## config.mk

```make
export PLATFORM = sky130hd
export DESIGN_NAME = prc_panel_alarm
export DESIGN_NICKNAME = d
export VERILOG_FILES = /design/src/prc_panel_alarm.v
export VERILOG_INCLUDE_DIRS = /design/src
export SDC_FILE = /design/constraint.sdc
export NUM_CORES = 1
export LEC_CHECK = 0
export ABC_AREA = 0
export BUFFER_PORTS_ARGS = -buffer_cell sky130_fd_sc_hd__buf_2
export CELL_PAD_IN_SITES_DETAIL_PLACEMENT = 2
export CELL_PAD_IN_SITES_GLOBAL_PLACEMENT = 2
export CORE_ASPECT_RATIO = 0.9
export CORE_UTILIZATION = 41
export CTS_BUF_LIST = sky130_fd_sc_hd__clkbuf_8 sky130_fd_sc_hd__clkbuf_16
export DETAILED_ROUTE_END_ITERATION = 16
export PLACE_DENSITY_LB_ADDON = 0.2
export SETUP_SLACK_MARGIN = 0.05
export SKIP_LAST_GASP = 1
export SYNTH_ARGS = -nofsm -noshare
export SYNTH_HDL_FRONTEND = slang
export SYNTH_SLANG_ARGS = --single-unit
export TNS_END_PERCENT = 20
```

## constraint.sdc

```tcl
create_clock -name mclk -period 9.7 [get_ports mclk]
set_input_delay 1.94 -clock mclk [delete_from_list [all_inputs] [get_ports mclk]]
set_output_delay 1.94 -clock mclk [all_outputs]
set_load 0.02 [all_outputs]
```

## src/prc_consts.vh

```
// Purpose: shared constants of the pump run/alarm panel supervisor
// Assumes: 250 MHz system clock
// Notes: register indices sit on the strobed register port
`ifndef PRC_CONSTS_VH
`define PRC_CONSTS_VH

// clock and times in their own units
`define PRC_CLK_HZ 250000000
`define PRC_RESET_HOLD_US 5000
`define PRC_UV_RIDE_MS 1000
`define PRC_BLINK_MS 250
`define PRC_TMR_W 28

// register indices
`define PRC_A_STATUS 2'h0
`define PRC_A_RETRY 2'h1
`define PRC_A_MAXSPD 2'h2
`define PRC_A_RATED 2'h3

// reset values
`define PRC_RETRY_RST 4'h3
`define PRC_MAXSPD_RST 16'h1770
`define PRC_RATED_RST 16'h1194
`define PRC_LOCAL_RST 1'b1

// alarm bit positions
`define PRC_AL_OC 0
`define PRC_AL_OV 1
`define PRC_AL_UV 2
`define PRC_AL_CP 3
`define PRC_AL_SFO 4
`define PRC_AL_OH 5
`define PRC_AL_OL 6
`define PRC_AL_EF 7
`define PRC_NAL 8

// screen items
`define PRC_SCR_SPEED 2'h0
`define PRC_SCR_MODE 2'h1
`define PRC_SCR_RETRY 2'h2

`endif

```

## src/prc_panel_alarm.v

```verilog
// Purpose: run/stop, alarm latch and panel logic of a pump drive
// Assumes: contacts, buttons and fault flags are asynchronous levels
// Notes: contact outputs are 1 = closed; seven-segment bit 0 = seg a
//
// Our own choices: the placing of the registers and the strobed register port.
`timescale 1ns/100ps
`include "prc_consts.vh"

// Behaviour
// - alarm-reset contact acts only when held closed longer than 5 ms.
// - speed-mode closed: speed proportional to analog input, max at 10 V.
// - run status contact closed while running; alarm contact open on alarm.
// - panel run button starts the pump only in local mode.
// - panel stop button stops the pump in either mode.
// - escape button returns screen to the previous menu.
// - panel reset button acts as a fault reset.
// - local/remote button toggles the control mode.
// - run lamp on running, flashing decelerating, off stopped.
// - mode lamp lit in local mode, off in remote.
// - alarm lamp on for alarm, flashing for minor failure, else off.
// - speed lamp lit only while screen shows rotation speed.
// - fixed glyph table on seven-segment screen; X and Z blank.
// - any alarm stops pump, lights alarm lamp, shows its code.
// - no restart until the alarm's recovery condition is met.
// - alarms latch; clear needs cause gone plus reset, step-out reset only; the code keeps step-out latched while step_out is high.
// - over-voltage retries blinking; persisting after retries latches alarm.
// - under-voltage blinks; clearing within 1 s leaves no alarm.
// - remote mode follows the run contact: closed runs, open stops.
// - start commands from either source are refused while alarmed.
// - mode changes are ignored while the run lamp is on.
// - speed mode only in remote; dropping it returns rated speed.
module prc_panel_alarm #(
    parameter ADC_W = 10,
    parameter [`PRC_TMR_W-1:0] RESET_HOLD_CYC =
        `PRC_RESET_HOLD_US * (`PRC_CLK_HZ / 1000000),
    parameter [`PRC_TMR_W-1:0] UV_RIDE_CYC =
        `PRC_UV_RIDE_MS * (`PRC_CLK_HZ / 1000),
    parameter [`PRC_TMR_W-1:0] BLINK_CYC =
        `PRC_BLINK_MS * (`PRC_CLK_HZ / 1000)
) (
    // clock and reset
    input wire mclk,
    input wire reset_n,
    // remote contacts
    input wire run_contact,
    input wire alarm_reset_contact,
    input wire speed_mode_contact,
    input wire [ADC_W-1:0] speed_voltage,
    output reg run_status_contact,
    output reg alarm_status_contact,
    // panel buttons
    input wire btn_run,
    input wire btn_stop,
    input wire btn_up,
    input wire btn_down,
    input wire btn_esc,
    input wire btn_reset,
    input wire local_remote_select,
    // inverter fault causes and motion feedback
    input wire overcurrent,
    input wire overvoltage_condition,
    input wire undervoltage_condition,
    input wire control_power_fault,
    input wire step_out,
    input wire inverter_overheat,
    input wire overload,
    input wire motor_overheat,
    input wire motor_stopped,
    // drive command
    output reg drive_enable,
    output reg [15:0] speed_cmd,
    // lamps and screen
    output reg run_lamp,
    output reg mode_lamp,
    output reg alarm_lamp,
    output reg speed_display_lamp,
    output reg drive_ready_lamp,
    output reg reverse_rotation_lamp,
    output reg [6:0] seg_d0,
    output reg [6:0] seg_d1,
    output reg [6:0] seg_d2,
    // register port
    input wire [1:0] reg_addr,
    input wire [15:0] reg_wdata,
    input wire reg_wr,
    input wire reg_rd,
    output reg [15:0] reg_rdata
);

    localparam NS = 19;
    localparam I_RUN = 0, I_ARST = 1, I_SPM = 2, I_BRUN = 3, I_BSTOP = 4;
    localparam I_UP = 5, I_DN = 6, I_ESC = 7, I_BRST = 8, I_LR = 9;
    localparam I_AL = 10, I_MSTOP = 18;
    localparam [2:0] ST_STOP = 3'b001, ST_RUN = 3'b010, ST_DEC = 3'b100;
    localparam [5:0] CH_BLANK = 6'h24;

    reg rst_s1, rst_s2;
    wire rst_n = rst_s2;
    always @(posedge mclk or negedge reset_n) begin
        if (!reset_n) begin
            rst_s1 <= 1'b0;
            rst_s2 <= 1'b0;
        end else begin
            rst_s1 <= 1'b1;
            rst_s2 <= rst_s1;
        end
    end

    // three-stage synchronisers; a change counts once stages 2 and 3 agree
    wire [NS-1:0] raw_in = {motor_stopped, motor_overheat, overload,
        inverter_overheat, step_out, control_power_fault,
        undervoltage_condition, overvoltage_condition, overcurrent,
        local_remote_select, btn_reset, btn_esc, btn_down, btn_up,
        btn_stop, btn_run, speed_mode_contact, alarm_reset_contact,
        run_contact};
    reg [NS-1:0] sy1, sy2, sy3, stab, stab_d;
    always @(posedge mclk or negedge rst_n) begin
        if (!rst_n) begin
            sy1 <= {NS{1'b0}};
            sy2 <= {NS{1'b0}};
            sy3 <= {NS{1'b0}};
            stab <= {NS{1'b0}};
            stab_d <= {NS{1'b0}};
        end else begin
            sy1 <= raw_in;
            sy2 <= sy1;
            sy3 <= sy2;
            stab <= ((sy2 ^ sy3) & stab) | (~(sy2 ^ sy3) & sy3);
            stab_d <= stab;
        end
    end
    wire [NS-1:0] rise = stab & ~stab_d;
    wire [`PRC_NAL-1:0] cause = stab[I_AL+`PRC_NAL-1:I_AL];

    // common blink enable shared by every flashing lamp and code
    reg [`PRC_TMR_W-1:0] blink_cnt;
    reg blink;
    always @(posedge mclk or negedge rst_n) begin
        if (!rst_n) begin
            blink_cnt <= {`PRC_TMR_W{1'b0}};
            blink <= 1'b0;
        end else if (blink_cnt == BLINK_CYC - 1'b1) begin
            blink_cnt <= {`PRC_TMR_W{1'b0}};
            blink <= ~blink;
        end else begin
            blink_cnt <= blink_cnt + 1'b1;
        end
    end

    // reset hold timer: one event per closure, only after the hold time
    reg [`PRC_TMR_W-1:0] hold_cnt;
    always @(posedge mclk or negedge rst_n) begin
        if (!rst_n)
            hold_cnt <= {`PRC_TMR_W{1'b0}};
        else if (!stab[I_ARST])
            hold_cnt <= {`PRC_TMR_W{1'b0}};
        else if (hold_cnt <= RESET_HOLD_CYC)
            hold_cnt <= hold_cnt + 1'b1;
    end
    wire hold_fire = stab[I_ARST] && hold_cnt == RESET_HOLD_CYC;
    wire reset_ev = hold_fire | rise[I_BRST];

    // registers written by software
    reg [3:0] retry_limit;
    reg [15:0] max_speed, rated_speed;
    always @(posedge mclk or negedge rst_n) begin
        if (!rst_n) begin
            retry_limit <= `PRC_RETRY_RST;
            max_speed <= `PRC_MAXSPD_RST;
            rated_speed <= `PRC_RATED_RST;
        end else if (reg_wr) begin
            case (reg_addr)
                `PRC_A_RETRY: retry_limit <= reg_wdata[3:0];
                `PRC_A_MAXSPD: max_speed <= reg_wdata;
                `PRC_A_RATED: rated_speed <= reg_wdata;
                default: ;
            endcase
        end
    end

    // over-voltage retries and under-voltage ride-through
    reg [3:0] retry_cnt;
    reg [`PRC_TMR_W-1:0] uv_cnt;
    reg [`PRC_NAL-1:0] alarm;
    wire ov_raw = cause[`PRC_AL_OV];
    wire uv_raw = cause[`PRC_AL_UV];
    wire ov_exhaust = rise[I_AL+`PRC_AL_OV] && retry_cnt >= retry_limit;
    wire uv_expire = uv_raw && uv_cnt == UV_RIDE_CYC - 1'b1;
    wire minor_ov = ov_raw & ~alarm[`PRC_AL_OV];
    wire minor_uv = uv_raw & ~alarm[`PRC_AL_UV];
    wire minor = minor_ov | minor_uv;
    always @(posedge mclk or negedge rst_n) begin
        if (!rst_n) begin
            retry_cnt <= 4'h0;
            uv_cnt <= {`PRC_TMR_W{1'b0}};
        end else begin
            if (reset_ev && !ov_raw)
                retry_cnt <= 4'h0;
            else if (rise[I_AL+`PRC_AL_OV] && retry_cnt < retry_limit)
                retry_cnt <= retry_cnt + 1'b1;
            if (!uv_raw || uv_expire)
                uv_cnt <= {`PRC_TMR_W{1'b0}};
            else
                uv_cnt <= uv_cnt + 1'b1;
        end
    end

    // alarm latch; a new cause wins over a reset in the same cycle
    reg [`PRC_NAL-1:0] al_set, al_clr;
    always @* begin
        al_set = cause;
        al_set[`PRC_AL_OV] = ov_exhaust;
        al_set[`PRC_AL_UV] = uv_expire;
        al_clr = {`PRC_NAL{reset_ev}} & ~cause;
        al_clr[`PRC_AL_SFO] = reset_ev;
    end
    always @(posedge mclk or negedge rst_n) begin
        if (!rst_n)
            alarm <= {`PRC_NAL{1'b0}};
        else
            alarm <= al_set | (alarm & ~al_clr);
    end
    wire any_alarm = |alarm;

    // control mode and run state machine
    reg local_mode;
    reg [2:0] state, next_state;
    wire run_c = stab[I_RUN];
    always @(posedge mclk or negedge rst_n) begin
        if (!rst_n)
            local_mode <= `PRC_LOCAL_RST;
        else if (rise[I_LR] && state == ST_STOP)
            local_mode <= ~local_mode;
    end
    wire start_req = ~any_alarm &
        ((local_mode & rise[I_BRUN]) | (~local_mode & run_c));
    wire stop_req = rise[I_BSTOP] | (~local_mode & ~run_c)
        | any_alarm;
    always @* begin
        next_state = state;
        case (state)
            ST_STOP: if (start_req) next_state = ST_RUN;
            ST_RUN: if (stop_req) next_state = ST_DEC;
            ST_DEC: if (stab[I_MSTOP]) next_state = ST_STOP;
            default: next_state = ST_STOP;
        endcase
    end
    always @(posedge mclk or negedge rst_n) begin
        if (!rst_n)
            state <= ST_STOP;
        else
            state <= next_state;
    end

    // speed command
    wire speed_mode = ~local_mode & stab[I_SPM];
    wire [ADC_W+15:0] prod = speed_voltage * max_speed;
    reg [15:0] next_speed;
    always @* begin
        if (state != ST_RUN)
            next_speed = 16'h0000;
        else if (speed_mode)
            next_speed = prod[ADC_W+15:ADC_W];
        else
            next_speed = rated_speed;
    end

    // screen menu: item 0 is the top status screen
    reg [1:0] item;
    always @(posedge mclk or negedge rst_n) begin
        if (!rst_n)
            item <= `PRC_SCR_SPEED;
        else if (|(al_set & ~alarm))
            item <= `PRC_SCR_SPEED;
        else if (rise[I_ESC])
            item <= `PRC_SCR_SPEED;
        else if (rise[I_UP])
            item <= (item == `PRC_SCR_RETRY) ? `PRC_SCR_MODE : item + 1'b1;
        else if (rise[I_DN])
            item <= (item == `PRC_SCR_RETRY || item == `PRC_SCR_SPEED) ?
                `PRC_SCR_MODE : `PRC_SCR_RETRY;
    end

    function [6:0] glyph;
        input [5:0] ch;
        begin
            case (ch)
                6'h00: glyph = 7'h3f; 6'h01: glyph = 7'h06;
                6'h02: glyph = 7'h5b; 6'h03: glyph = 7'h4f;
                6'h04: glyph = 7'h66; 6'h05: glyph = 7'h6d;
                6'h06: glyph = 7'h7d; 6'h07: glyph = 7'h07;
                6'h08: glyph = 7'h7f; 6'h09: glyph = 7'h6f;
                6'h0a: glyph = 7'h77; 6'h0b: glyph = 7'h7c;
                6'h0c: glyph = 7'h39; 6'h0d: glyph = 7'h5e;
                6'h0e: glyph = 7'h79; 6'h0f: glyph = 7'h71;
                6'h10: glyph = 7'h3d; 6'h11: glyph = 7'h76;
                6'h12: glyph = 7'h06; 6'h13: glyph = 7'h1e;
                6'h14: glyph = 7'h75; 6'h15: glyph = 7'h38;
                6'h16: glyph = 7'h37; 6'h17: glyph = 7'h54;
                6'h18: glyph = 7'h5c; 6'h19: glyph = 7'h73;
                6'h1a: glyph = 7'h67; 6'h1b: glyph = 7'h50;
                6'h1c: glyph = 7'h6d; 6'h1d: glyph = 7'h78;
                6'h1e: glyph = 7'h3e; 6'h1f: glyph = 7'h1c;
                6'h20: glyph = 7'h2a; 6'h22: glyph = 7'h6e;
                default: glyph = 7'h00; // X, Z, blank
            endcase
        end
    endfunction

    // alarm code text, three characters
    function [17:0] code_text;
        input [3:0] idx;
        begin
            case (idx)
                4'h0: code_text = {6'h18, 6'h0c, CH_BLANK};
                4'h1: code_text = {6'h18, 6'h1f, CH_BLANK};
                4'h2: code_text = {6'h1e, 6'h1f, 6'h01};
                4'h3: code_text = {6'h1e, 6'h1f, 6'h02};
                4'h4: code_text = {6'h1c, 6'h0f, 6'h18};
                4'h5: code_text = {6'h18, 6'h11, CH_BLANK};
                4'h6: code_text = {6'h18, 6'h15, 6'h03};
                4'h7: code_text = {6'h0e, 6'h0f, 6'h04};
                default: code_text = {CH_BLANK, CH_BLANK, CH_BLANK};
            endcase
        end
    endfunction

    // lowest-numbered latched alarm wins the screen, then a pending minor fault
    reg [3:0] al_idx;
    reg show_alarm, show_blink;
    reg [17:0] text;
    integer k;
    always @* begin
        al_idx = 4'hf;
        for (k = `PRC_NAL - 1; k >= 0; k = k - 1)
            if (alarm[k])
                al_idx = k[3:0];
        show_alarm = 1'b1;
        show_blink = 1'b0;
        if (al_idx == 4'hf) begin
            show_blink = minor;
            if (minor_ov)
                al_idx = `PRC_AL_OV;
            else if (minor_uv)
                al_idx = `PRC_AL_UV;
            else
                show_alarm = 1'b0;
        end
        if (show_alarm)
            text = code_text(al_idx);
        else if (item == `PRC_SCR_MODE)
            text = local_mode ? {6'h15, 6'h18, CH_BLANK} :
                {6'h1b, 6'h0e, CH_BLANK};
        else if (item == `PRC_SCR_RETRY)
            text = {6'h1b, 6'h1d, 2'b00, retry_cnt};
        else
            text = {2'b00, next_speed[11:8], 2'b00, next_speed[7:4],
                2'b00, next_speed[3:0]};
    end
    wire seg_on = ~(show_blink & blink);

    // registered outputs
    always @(posedge mclk or negedge rst_n) begin
        if (!rst_n) begin
            run_status_contact <= 1'b0;
            alarm_status_contact <= 1'b0;
            drive_enable <= 1'b0;
            speed_cmd <= 16'h0000;
            run_lamp <= 1'b0;
            mode_lamp <= 1'b0;
            alarm_lamp <= 1'b0;
            speed_display_lamp <= 1'b0;
            drive_ready_lamp <= 1'b0;
            reverse_rotation_lamp <= 1'b0;
            seg_d0 <= 7'h00;
            seg_d1 <= 7'h00;
            seg_d2 <= 7'h00;
        end else begin
            run_status_contact <= state == ST_RUN;
            alarm_status_contact <= ~any_alarm;
            drive_enable <= state == ST_RUN;
            speed_cmd <= next_speed;
            run_lamp <= (state == ST_RUN) |
                ((state == ST_DEC) & blink);
            mode_lamp <= local_mode;
            alarm_lamp <= any_alarm | (minor & blink);
            speed_display_lamp <= ~show_alarm &
                (item == `PRC_SCR_SPEED);
            drive_ready_lamp <= ~any_alarm;
            reverse_rotation_lamp <= 1'b0;
            seg_d2 <= seg_on ? glyph(text[17:12]) : 7'h00;
            seg_d1 <= seg_on ? glyph(text[11:6]) : 7'h00;
            seg_d0 <= seg_on ? glyph(text[5:0]) : 7'h00;
        end
    end

    // read port: data stand for one cycle after the strobe, zero otherwise
    always @(posedge mclk or negedge rst_n) begin
        if (!rst_n)
            reg_rdata <= 16'h0000;
        else if (reg_rd) begin
            case (reg_addr)
                `PRC_A_STATUS: reg_rdata <= {3'b000, minor, local_mode,
                    state, alarm};
                `PRC_A_RETRY: reg_rdata <= {8'h00, retry_cnt, retry_limit};
                `PRC_A_MAXSPD: reg_rdata <= max_speed;
                default: reg_rdata <= rated_speed;
            endcase
        end else
            reg_rdata <= 16'h0000;
    end

endmodule // prc_panel_alarm

```

==> results of run 1 <==
-- routing by layer --
layer  up-vias  track usage  share of wire
li1       6130            -              -
met1      7159        0.344           0.44
met2       253        0.450           0.49
met3        80       0.0391          0.045
met4         6       0.0569          0.022
met5         -            0        0.00044
-- kinds of logic (layout without fill, tap and decap cells) --
kind of cell,count (synthesis),after routing,synth area share
compound gates,256,256,0.0965
xor+xnor,78,78,0.0379
other cells,2,9,0.000417
buf+inv,228,339,0.0501
fa+ha+maj,226,226,0.200
mux,68,68,0.0466
simple gates,622,622,0.173
flops,284,284,0.396
-- worst max-delay path, delay by kind of cell --
| kind | cells | cell delay, ps |
|---|---|---|
| compound gates | 6 | 2240 |
| fa+ha+maj | 6 | 3080 |
| simple gates | 5 | 1090 |
| buf+inv | 7 | 870 |
-- flip-flops by register name, indices dropped and copies added, names as in the netlist, 7 cells and up, named ones only --
| name | flops |
|---|---|
| seg_d0 | 7 |
| sy1 | 19 |
| alarm | 8 |
| hold_cnt | 28 |
| sy2 | 19 |
| rated_speed | 16 |
| max_speed | 16 |
| uv_cnt | 28 |
| speed_cmd | 16 |
| stab_d | 8 |
| seg_d1 | 7 |
| reg_rdata | 16 |
| sy3 | 19 |
| blink_cnt | 28 |
| seg_d2 | 7 |
-- cell usage after synthesis (7+ instances only) --
| cell | number |
|---|---|
| mux2_2 | 46 |
| nor2b_1 | 13 |
| a211oi_1 | 11 |
| a22oi_1 | 7 |
| and2_1 | 106 |
| and3_1 | 15 |
| maj3_1 | 19 |
| mux4_2 | 8 |
| inv_1 | 161 |
| o211ai_1 | 10 |
| nor2_1 | 139 |
| ha_1 | 98 |
| xor2_1 | 44 |
| a21o_1 | 11 |
| xnor2_1 | 34 |
| fa_1 | 109 |
| o21a_1 | 10 |
| nor3_1 | 20 |
| dfstp_2 | 16 |
| nand3_1 | 45 |
| a221oi_1 | 7 |
| nand2b_1 | 11 |
| a21oi_1 | 78 |
| mux2i_1 | 14 |
| buf_2 | 9 |
| or3_1 | 15 |
| o21ai_0 | 44 |
| nand2_1 | 181 |
| clkbuf_1 | 47 |
| dfrtp_1 | 268 |
| nand4_1 | 28 |
-- worst max-delay path by stage --
stage / endpoint / slack [ps]
after global routing: seg_d2[2]$_DFF_PN0_ / 580
after detailed placement: seg_d2[2]$_DFF_PN0_ / 420
after global placement: seg_d2[2]$_DFF_PN0_ / 840
after floorplan: asynchronous set/reset pin / 1230
after CTS: seg_d2[2]$_DFF_PN0_ / 990
final: seg_d2[2]$_DFF_PN0_ / 920
-- cell type report --
cell class	instances	area share
flip-flops and latches	284	0.355
repair buffers	119	0.0306
clock inverters	21	0.00965
diodes	7	0.000871
multi-input cells	1252	0.496
clock buffers	37	0.0427
well taps	555	0.0345
inverters	162	0.0305
-- metrics by stage --
step           total power, mW  instances  hold slack, ps  setup slack (ps)
2_1_floorplan             4.47       1764             331              1230
3_3_place_gp              5.55       2372             333               839
6_report                  6.99       2437             349               917
5_1_grt                   7.58       2432             364               578
3_5_place_dp              5.74       2372             338               425
4_1_cts                   7.02       2430             351               988
-- power breakdown --
part	total, mW	internal (mW)	switching [mW]
logic	4.31	1.59	2.72
registers	1.47	1.30	0.168
clock network	1.21	0.710	0.498
total	6.99	3.60	3.39
==> metrics, run 1 <==
most common cell after layout, fill and taps aside dfrtp_1; HP Class reg2reg; Die Ht 201 um; total core area roughly 43,000 um^2; Resize count post-CTS 0; worst r2r dst seg_d2[2]$_DFF_PN0_; clk sinks between 200 and 300; ys flop type dfrtp_1; final worst-path cycle share 0.905; Data required, critical path 10,180 ps; Final TNS setup 0 ps; commonest cells after routing, fill and taps aside 267 x dfrtp_1, 181 x nand2_1, 171 x inv_1, 139 x nor2_1, 111 x buf_2; syn nets 2,022; Clock Skews between 10 and 15 ps; Crit path arrival time around 9000 ps; CP max-delay cell a21oi_1; Vias/cell around 5.6; Cells on Worst Hold Path 0; CTS root buf clkbuf_16; Yosys cell types between 90 and 100; FF-to-FF Start max_speed[12]$_DFFE_PN1P_; Via Count approximately 14k; fraction of registers with async set/reset 1.00; RSZ-0062 raised after global routing false; CTS tree done; CTS Buffer Depth 3; Worst Tran Pin Value between 1000 and 1500 ps; Avg Inst Size Synth about 10 um^2; Hold Startpoint sy1[0]$_DFF_PN0_; Period minus WS final between 8000 and 9000 ps; Worst Setup End Kind flop; hold buffer count at cts 0; largest net degree at the start of global routing 76; die area around 45,000 um^2; WL/cell around 23 um; Detailed Place HPWL about 42,000 um; VDD IR max 0.000309 V; critical path class in2reg; Synthesis Warnings 0; EDFF count, synth 0; final WL ~57,000 um; placed cell area between 15,000 and 20,000 um^2; max-capacitance violation count 0; Leak about 9.5 nW; Hold Vio Cnt, Final 0; status complete, no violations; top-area cell type share of the netlist area 0.373; global-route wire length before repair around 90,000 um; final net count 2,108; Critical Path Max Stage Delay slightly above 700 ps; total grt overflow 0; Clk Latency, worst-skew pair roughly 580 ps; Die X approximately 220 um; port buffer count around 110; Detail Route Antenna Nets 0; cell count after synthesis between 1.5k and 2k; first drt pass iteration count 5; Starting Density 0.417; most area-consuming cells after synthesis dfrtp_1 37%, fa_1 12%, ha_1 6.8%; CP Cell Sequence buf_2 > nand2_1 > fa_1 > inv_1 > fa_1 > inv_1 > fa_1 > inv_1 > fa_1 > inv_1 > fa_1 > inv_1 > ha_1 > nand2_1 > nor2_1 > nor4b_1 > o211ai_1 > a311oi_1 > buf_4 > o21ai_0 > a21oi_1 > nor3_1 > a311o_1 > o21ai_0; max-slew violation count 0; layout filler cell count 4,475; post-synthesis cell area approximately 18,000 um^2; number of global-route vias before repair between 15k and 20k; CP Launch Type input port; CTS buffer count 31; Yosys reg bits 284; post-synthesis sequential area ratio 0.396; Finished Cell Area between 20,000 and 25,000 um^2; Power Density 348 nW/um^2; Slew Limit Headroom 0.215; area delta synth->final 11.7%; multi-input logic area 9980 um^2; Worst Path Max Fanout 16; Setup crit start speed_voltage[3]; io pins about 110; reg2reg setup slack between 1500 and 2000 ps; share of cells above drive strength 1 0.140; Setup Buffers After CTS 0; Final GP Congestion about 0.88; Tot GR Track Use 0.260; Iter 0 DRT Violations 680; FF-to-FF path depth 23; Synth area leader dfrtp_1; Reg area 7130 um^2; Rows 72; Reg clk slew, reported paths around 60 ps; initial antenna violation count 11; H-tree levels 1; Achievable Freq 114 MHz; Post-route DRC 0; # setup viols final 0; fin util 0.466; Hold Path Sink sy2[0]$_DFF_PN0_
Power figures use the tool's default switching activity.
==> run 2, diff against run 1 <==
==> constraint.sdc (replaced) <==
create_clock -name mclk -period 9.7 [get_ports mclk]
set_input_delay 0.485 -clock mclk [delete_from_list [all_inputs] [get_ports mclk]]
set_output_delay 0.485 -clock mclk [all_outputs]
set_load 0.02 [all_outputs]
==> run 2 against run 1 <==
Register-to-register slack about the same. Die area unchanged. Utilization up 0.29 points.
==> metrics, run 2 (same netlist as run 1, synthesis figures left out) <==
hold_ws 22.6 ps (-326 ps); global-route wire length before repair 91,900 um (+1.2%); sw frac 0.493 (+0.00810); CP max-delay cell a311oi_1; Power Density 347 nW/um^2 (-0.27%); total grt overflow 0 (unchanged); Clock Skews 17.4 ps (+6.22 ps); CTS buffer count 31 (unchanged); Resize count post-CTS 0 (unchanged); Reg area 7130 um^2 (unchanged); Final TNS setup 0 ps (unchanged); share of cells above drive strength 1 0.139 (-0.00104); CP top delay family adder cells; Die Ht 201 um (unchanged); CP Cell Sequence and2_1 > fa_1 > inv_1 > fa_1 > fa_1 > inv_1 > fa_1 > inv_1 > fa_1 > inv_1 > ha_1 > nand2_1 > nor2_1 > nor4b_1 > o211ai_1 > a311oi_1 > o21ai_0 > a21oi_1 > nor3_1 > a311o_1 > o21ai_0; Achievable Freq 128 MHz (+13%); worst r2r dst seg_d2[2]$_DFF_PN0_; total core area 43,200 um^2 (unchanged); Tot GR Track Use 0.264 (+0.00370); io pins 113 (unchanged); critical path class reg2reg; Pint 3.56 mW (-1.2%); FF-to-FF Start max_speed[7]$_DFFE_PN0P_; HP Class in2reg; port buffer count 111 (unchanged); placed cells 2,371 (-0.042%); final worst-path cycle share 0.803 (-0.102); Post-route DRC 0 (unchanged); Clk Latency, worst-skew pair 590 ps (about the same); Die X 223 um (unchanged); final setup margin 1910 ps (+991 ps); die area 44,800 um^2 (unchanged); CTS Buffer Depth 3 (unchanged); Starting Density 0.417 (unchanged); # setup viols final 0 (unchanged); Net Sw Power 3.46 mW (+2.0%); Crit path arrival time 8280 ps (-980 ps); placed cell area 19,000 um^2 (about the same); Finished Cell Area 20,200 um^2 (+0.62%); WP buf/inv 4 (-3); Period minus WS final 7790 ps (-991 ps); Hold Path Sink sy1[1]$_DFF_PN0_; Critical Path Max Stage Delay 900 ps (+190 ps); commonest cells after routing, fill and taps aside 267 x dfrtp_1, 181 x nand2_1, 167 x inv_1, 139 x nor2_1, 111 x buf_2; RSZ-0062 raised after global routing false; FF-to-FF path depth 21 (-8.7%); Iter 0 DRT Violations 905 (+33%); reg2reg setup slack 1910 ps (about the same); final net count 2,125 (+0.81%); H-tree levels 1 (unchanged); Post-Place Worst Slack 1920 ps (+1500 ps); Worst Path Max Fanout 12 (-4); multi-input logic area 9980 um^2 (unchanged); largest net degree at the start of global routing 76 (unchanged); clk sinks 284 (unchanged); Post-Layout Cell Count 2,452 (+0.62%); Detailed Place HPWL 42,400 um (+1.5%); Via Count 13.7k (+0.84%); Final GP Congestion 0.885 (+1.0%); Slew Limit Headroom 0.240 (+0.0252); final WL 57,400 um (+1.1%); top flop regs blink_cnt x28, hold_cnt x28, uv_cnt x28; Leak 9.55 nW (+0.34%); Rows 72 (unchanged); layout filler cell count 4,501 (+0.58%); Clock power frac 0.168 (-0.005); WL/cell 23.4 um (+0.44%); most common cell after layout, fill and taps aside dfrtp_1; Hold Vio Cnt, Final 0 (unchanged); combinational power share 0.623 (+0.006); Vias/cell 5.60 (+0.22%); sequential share of power 0.209 (about the same); Reg clk slew, reported paths 60 ps (about the same); CTS root buf clkbuf_16; Hold Startpoint alarm_reset_contact; first drt pass iteration count 5 (unchanged); VDD IR max 0.000370 V (+19%); status complete, no violations; Worst path most repeated cell fa_1; area delta synth->final 12.4%; Detail Route Antenna Nets 0 (unchanged); max-capacitance violation count 0 (unchanged); Data required, critical path 10,190 ps (about the same); Cells on Worst Hold Path 1 (+1); max-slew violation count 0 (unchanged); CTS tree done; initial antenna violation count 13 (+2); Worst Setup End Kind flop; CP Launch Type flop; number of global-route vias before repair 15.9k (+1.5%); Worst Tran Pin Value 1140 ps (-37.7 ps)
==> run 2: cell type report <==
cell class                      count  area share
Multi-Input combinational cell   1252       0.493
Sequential cell                   284       0.353
Clock buffer                       35      0.0411
Timing Repair Buffer              136      0.0390
Tap cell                          555      0.0343
Inverter                          162      0.0303
Clock inverter                     20     0.00847
Antenna cell                        8    0.000990
==> run 2: what timing repair did <==
action / in CTS / in global routing
hold endpoints to repair: 18 / 1
setup buffers: 0 / 0
hold buffers: 17 / 1
==> run 2: per-stage QoR <==
step	util	total power, mW
3_5_place_dp	0.441	5.77
4_1_cts	0.468	7.02
3_3_place_gp	0.441	5.59
2_1_floorplan	-	4.47
5_1_grt	0.468	7.58
6_report	0.469	7.02
==> run 2: worst max path at each step <==
| stage | startpoint | to | slack [ps] | depth (start not counted) |
|---|---|---|---|---|
| 3_5_place_dp | speed_voltage[3] | seg_d2[2]$_DFF_PN0_ | 1920 | 23 |
| 4_1_cts | max_speed[7]$_DFFE_PN0P_ | seg_d2[2]$_DFF_PN0_ | 1970 | 21 |
| 5_1_grt | max_speed[7]$_DFFE_PN0P_ | seg_d2[4]$_DFF_PN0_ | 1720 | 21 |
| 3_3_place_gp | speed_voltage[3] | seg_d2[2]$_DFF_PN0_ | 2080 | 23 |
| 2_1_floorplan | rst_n$_DFF_PN0_ | asynchronous set/reset pin | 1230 | 0 |
| 6_report | max_speed[7]$_DFFE_PN0P_ | seg_d2[2]$_DFF_PN0_ | 1910 | 21 |
==> run 2: per-layer routing <==
layer  global-route usage  up-vias  wire length [um]
li1                     -     6143                 -
met1                0.353     7233             25800
met2                0.450      267             28000
met3               0.0369       93              2140
met4               0.0635        6              1420
met5                    0        -                29
==> run 2: worst reg2reg max path, cell delays in order, from the launching register on <==
cell	delay, ps
dfrtp_1	610
and2_1	300
fa_1	500
inv_1	50
fa_1	510
fa_1	560
inv_1	60
fa_1	530
inv_1	60
fa_1	530
inv_1	40
ha_1	410
nand2_1	220
nor2_1	80
nor4b_1	430
o211ai_1	300
a311oi_1	900
o21ai_0	300
a21oi_1	760
nor3_1	100
a311o_1	350
o21ai_0	80
==> run 2: power by group through the flow <==
stage,clock network [mW],registers (mW),logic (mW)
after global placement,0,1.47,4.12
after floorplan,0,1.44,3.02
after CTS,1.21,1.47,4.34
after detailed placement,0,1.48,4.29
after global routing,1.25,1.48,4.85
final,1.18,1.47,4.37
==> run 3, diff against run 2 <==
--- a/config.mk
+++ b/config.mk
@@ -6,12 +6,12 @@
 export SDC_FILE = /design/constraint.sdc
 export NUM_CORES = 1
 export LEC_CHECK = 0
-export ABC_AREA = 0
+export ABC_AREA = 1
 export BUFFER_PORTS_ARGS = -buffer_cell sky130_fd_sc_hd__buf_2
 export CELL_PAD_IN_SITES_DETAIL_PLACEMENT = 2
 export CELL_PAD_IN_SITES_GLOBAL_PLACEMENT = 2
 export CORE_ASPECT_RATIO = 0.9
-export CORE_UTILIZATION = 41
+export CORE_UTILIZATION = 34
 export CTS_BUF_LIST = sky130_fd_sc_hd__clkbuf_8 sky130_fd_sc_hd__clkbuf_16
 export DETAILED_ROUTE_END_ITERATION = 16
 export PLACE_DENSITY_LB_ADDON = 0.2
==> constraint.sdc (replaced) <==
create_clock -name mclk -period 6.4 [get_ports mclk]
set_input_delay 0.32 -clock mclk [delete_from_list [all_inputs] [get_ports mclk]]
set_output_delay 0.32 -clock mclk [all_outputs]
set_load 0.02 [all_outputs]
==> run 3 against run 2 <==
Register-to-register slack got worse by 1600 ps. Routed wire length rose by 14%. Non-clock buffer count is 62 higher. First-iteration DRC count down 31%. Cell count rose by 34%. Fmax increased by 28%. Flip-flop and latch count unchanged. Combinational power rose by 24%. Sequential share of layout area decreased by 3.2 points. Utilization down 6.2 points. Critical endpoint is now seg_d2[6]$_DFF_PN0_.
==> metrics, run 3 <==
status complete, no violations; final setup margin 320 ps (-1590 ps); VDD IR max 0.000322 V (-13%); share of cells above drive strength 1 0.135 (-0.00399); Detail Route Antenna Nets 0 (unchanged); syn nets 2,653 (+31%); Detailed Place HPWL 50,000 um (+18%); number of global-route vias before repair 18.8k (+19%); FF-to-FF Start max_speed[8]$_DFFE_PN1P_; cell count after synthesis 2,395 (+36%); CP top delay family adder cells; CTS root buf clkbuf_16; Setup crit start max_speed[8]$_DFFE_PN1P_; Clock Skews 37.6 ps (+20.2 ps); Data required, critical path 6870 ps (-3320 ps); Slew Limit Headroom 0.283 (+0.0425); hold_ws 58.1 ps (+35.5 ps); final worst-path cycle share 0.950 (+0.147); most area-consuming cells after synthesis dfrtp_1 35%, nand2_1 12%, fa_1 12%; CTS Buffer Depth 3 (unchanged); Yosys cell types 56 (-38%); final net count 2,820 (+33%); first drt pass iteration count 4 (-1); Post-Place Worst Slack -288 ps (-2210 ps); initial antenna violation count 5 (-8); Achievable Freq 164 MHz (+28%); Hold Vio Cnt, Final 0 (unchanged); clk sinks 284 (unchanged); EDFF count, synth 0 (unchanged); post-synthesis cell area 19,000 um^2 (+5.4%); FF-to-FF path depth 29 (+38%); HP Class in2reg; ys flop type dfrtp_1; io pins 113 (unchanged); H-tree levels 2 (+1); Die X 251 um (+13%); Avg Inst Size Synth 7.92 um^2 (-22%); most frequent cell after synthesis nand2_1; Finished Cell Area 22,300 um^2 (+10%); Yosys reg bits 284 (unchanged); Iter 0 DRT Violations 620 (-31%); Worst path most repeated cell nand2_1; critical path class reg2reg; commonest cells after routing, fill and taps aside 585 x nand2_1, 487 x inv_1, 264 x dfrtp_1, 160 x nor2_1, 136 x nand3_1; Hold Startpoint reg_wdata[8]; Worst Tran Pin Value 1070 ps (-63.0 ps); Power Density 430 nW/um^2 (+24%); most common cell after layout, fill and taps aside nand2_1; global-route wire length before repair 105,000 um (+14%); Leak 12.0 nW (+25%); Critical Path Max Stage Delay 590 ps (-310 ps); area delta synth->final 17.4%; max-slew violation count 0 (unchanged); Rows 81 (+13%); CTS tree done; most frequent cells after synthesis 599 x nand2_1, 485 x inv_1, 268 x dfrtp_1; worst r2r dst seg_d2[6]$_DFF_PN0_; Synth area leader dfrtp_1; post-synthesis sequential area ratio 0.376 (-0.0201); placed cell area 20,500 um^2 (+7.5%); total stage count of the critical path 29 (+38%); fraction of registers with async set/reset 1.00 (unchanged); Power Total 9.59 mW (+37%); CP Launch Type flop; total grt overflow 0 (unchanged); WL/cell 19.9 um (-15%); # setup viols final 0 (unchanged); RSZ-0062 raised after global routing true; Tot GR Track Use 0.236 (-0.0280); Final TNS setup 0 ps (unchanged); total core area 54,700 um^2 (+27%); Synthesis Warnings 0 (unchanged); Via Count 16.5k (+20%); CTS buffer count 35 (+13%); max-capacitance violation count 0 (unchanged); final WL 65,600 um (+14%); Die Ht 226 um (+13%); CP endpoint seg_d2[6]$_DFF_PN0_; Worst Path Max Fanout 6 (-6); largest net degree at the start of global routing 166 (+120%); top-area cell type share of the netlist area 0.354 (-0.0189); Final GP Congestion 0.884 (-0.15%); Reg clk slew, reported paths 80 ps (+20 ps); Worst Setup End Kind flop; Clk Latency, worst-skew pair 560 ps (-30 ps); Vias/cell 5.00 (-11%); die area 56,700 um^2 (+27%); WP buf/inv 6 (+2); Period minus WS final 6080 ps (-1710 ps); Starting Density 0.347 (-0.0706); Post-route DRC 0 (unchanged); port buffer count 111 (unchanged); top flop regs blink_cnt x28, hold_cnt x28, uv_cnt x28; Crit path arrival time 6550 ps (-1730 ps); reg2reg setup slack 320 ps (-1590 ps); CP max-delay cell dfstp_2
[run 3: changes by cell type in the layout (fill, tap and decap cells not counted), moves of 31 or more]
cell	before	now
and2_1	106	0
buf_4	7	58
inv_1	167	487
mux2_2	46	0
nand2_1	181	585
nand3_1	45	136
o21ai_0	44	98
xnor2_1	34	3
[run 3: how the worst min path moves through the flow]
stage          depth (start not counted)                  endpoint  slack (ps)
4_1_cts                                2           rst_n$_DFF_PN0_          50
5_1_grt                                2          rst_s1$_DFF_PN0_          60
2_1_floorplan                          0           rst_n$_DFF_PN0_          20
3_3_place_gp                           1          rst_s1$_DFF_PN0_         110
3_5_place_dp                           1          rst_s1$_DFF_PN0_         110
6_report                               3  max_speed[8]$_DFFE_PN1P_          60
[run 3: per-stage QoR]
step	instances	utilization
after floorplan	2395	-
after global placement	3188	0.374
after detailed placement	3188	0.374
after CTS	3282	0.401
after global routing	3294	0.407
final	3294	0.407
[run 3: power breakdown]
group          internal, mW  total, mW  switching, mW
sequential             2.00       2.18          0.182
clock                  1.16       2.01          0.842
combinational          1.96       5.40           3.44
[run 3: logic make-up (layout without fill, tap and decap cells)]
family | count (synthesis) | count (layout) | synth area share
compound gates | 254 | 254 | 0.0767
simple gates | 1047 | 1047 | 0.234
other cells | 2 | 3 | 0.000396
fa+ha+maj | 226 | 226 | 0.190
flops | 284 | 284 | 0.376
xor+xnor | 20 | 20 | 0.00924
buf+inv | 562 | 755 | 0.114
[run 3: repair_timing]
action	CTS	global route
buffers inserted	11	9
hold buffers	20	0
hold endpoints to repair	21	0
endpoints found under the setup margin	17	21
gates resized for setup	11	57
pin swaps	0	11
cloned	0	2
[run 3: worst min-delay path: cells and delay by family]
kind	cells	cell delay [ps]
AOI/OAI and AO/OA	1	100
buffers and inverters	2	200
[run 3: cell type report]
type | count | area [um^2]
diodes | 1 | 2.50
clock buffers | 41 | 958
clock inverters | 22 | 199
fillers | 6222 | 32500
inverters | 493 | 1860
multi-input cells | 1549 | 9920
flip-flops and latches | 284 | 7130
well taps | 705 | 882
repair buffers | 198 | 1310
repair inverters | 1 | 7.51
[run 3: metal layers]
layer	vias to the layer above	part of all wire	track usage
li1	7745	-	-
met1	8355	0.45	0.304
met2	254	0.48	0.405
met3	109	0.035	0.0333
met4	6	0.032	0.0806
met5	-	0.00053	0
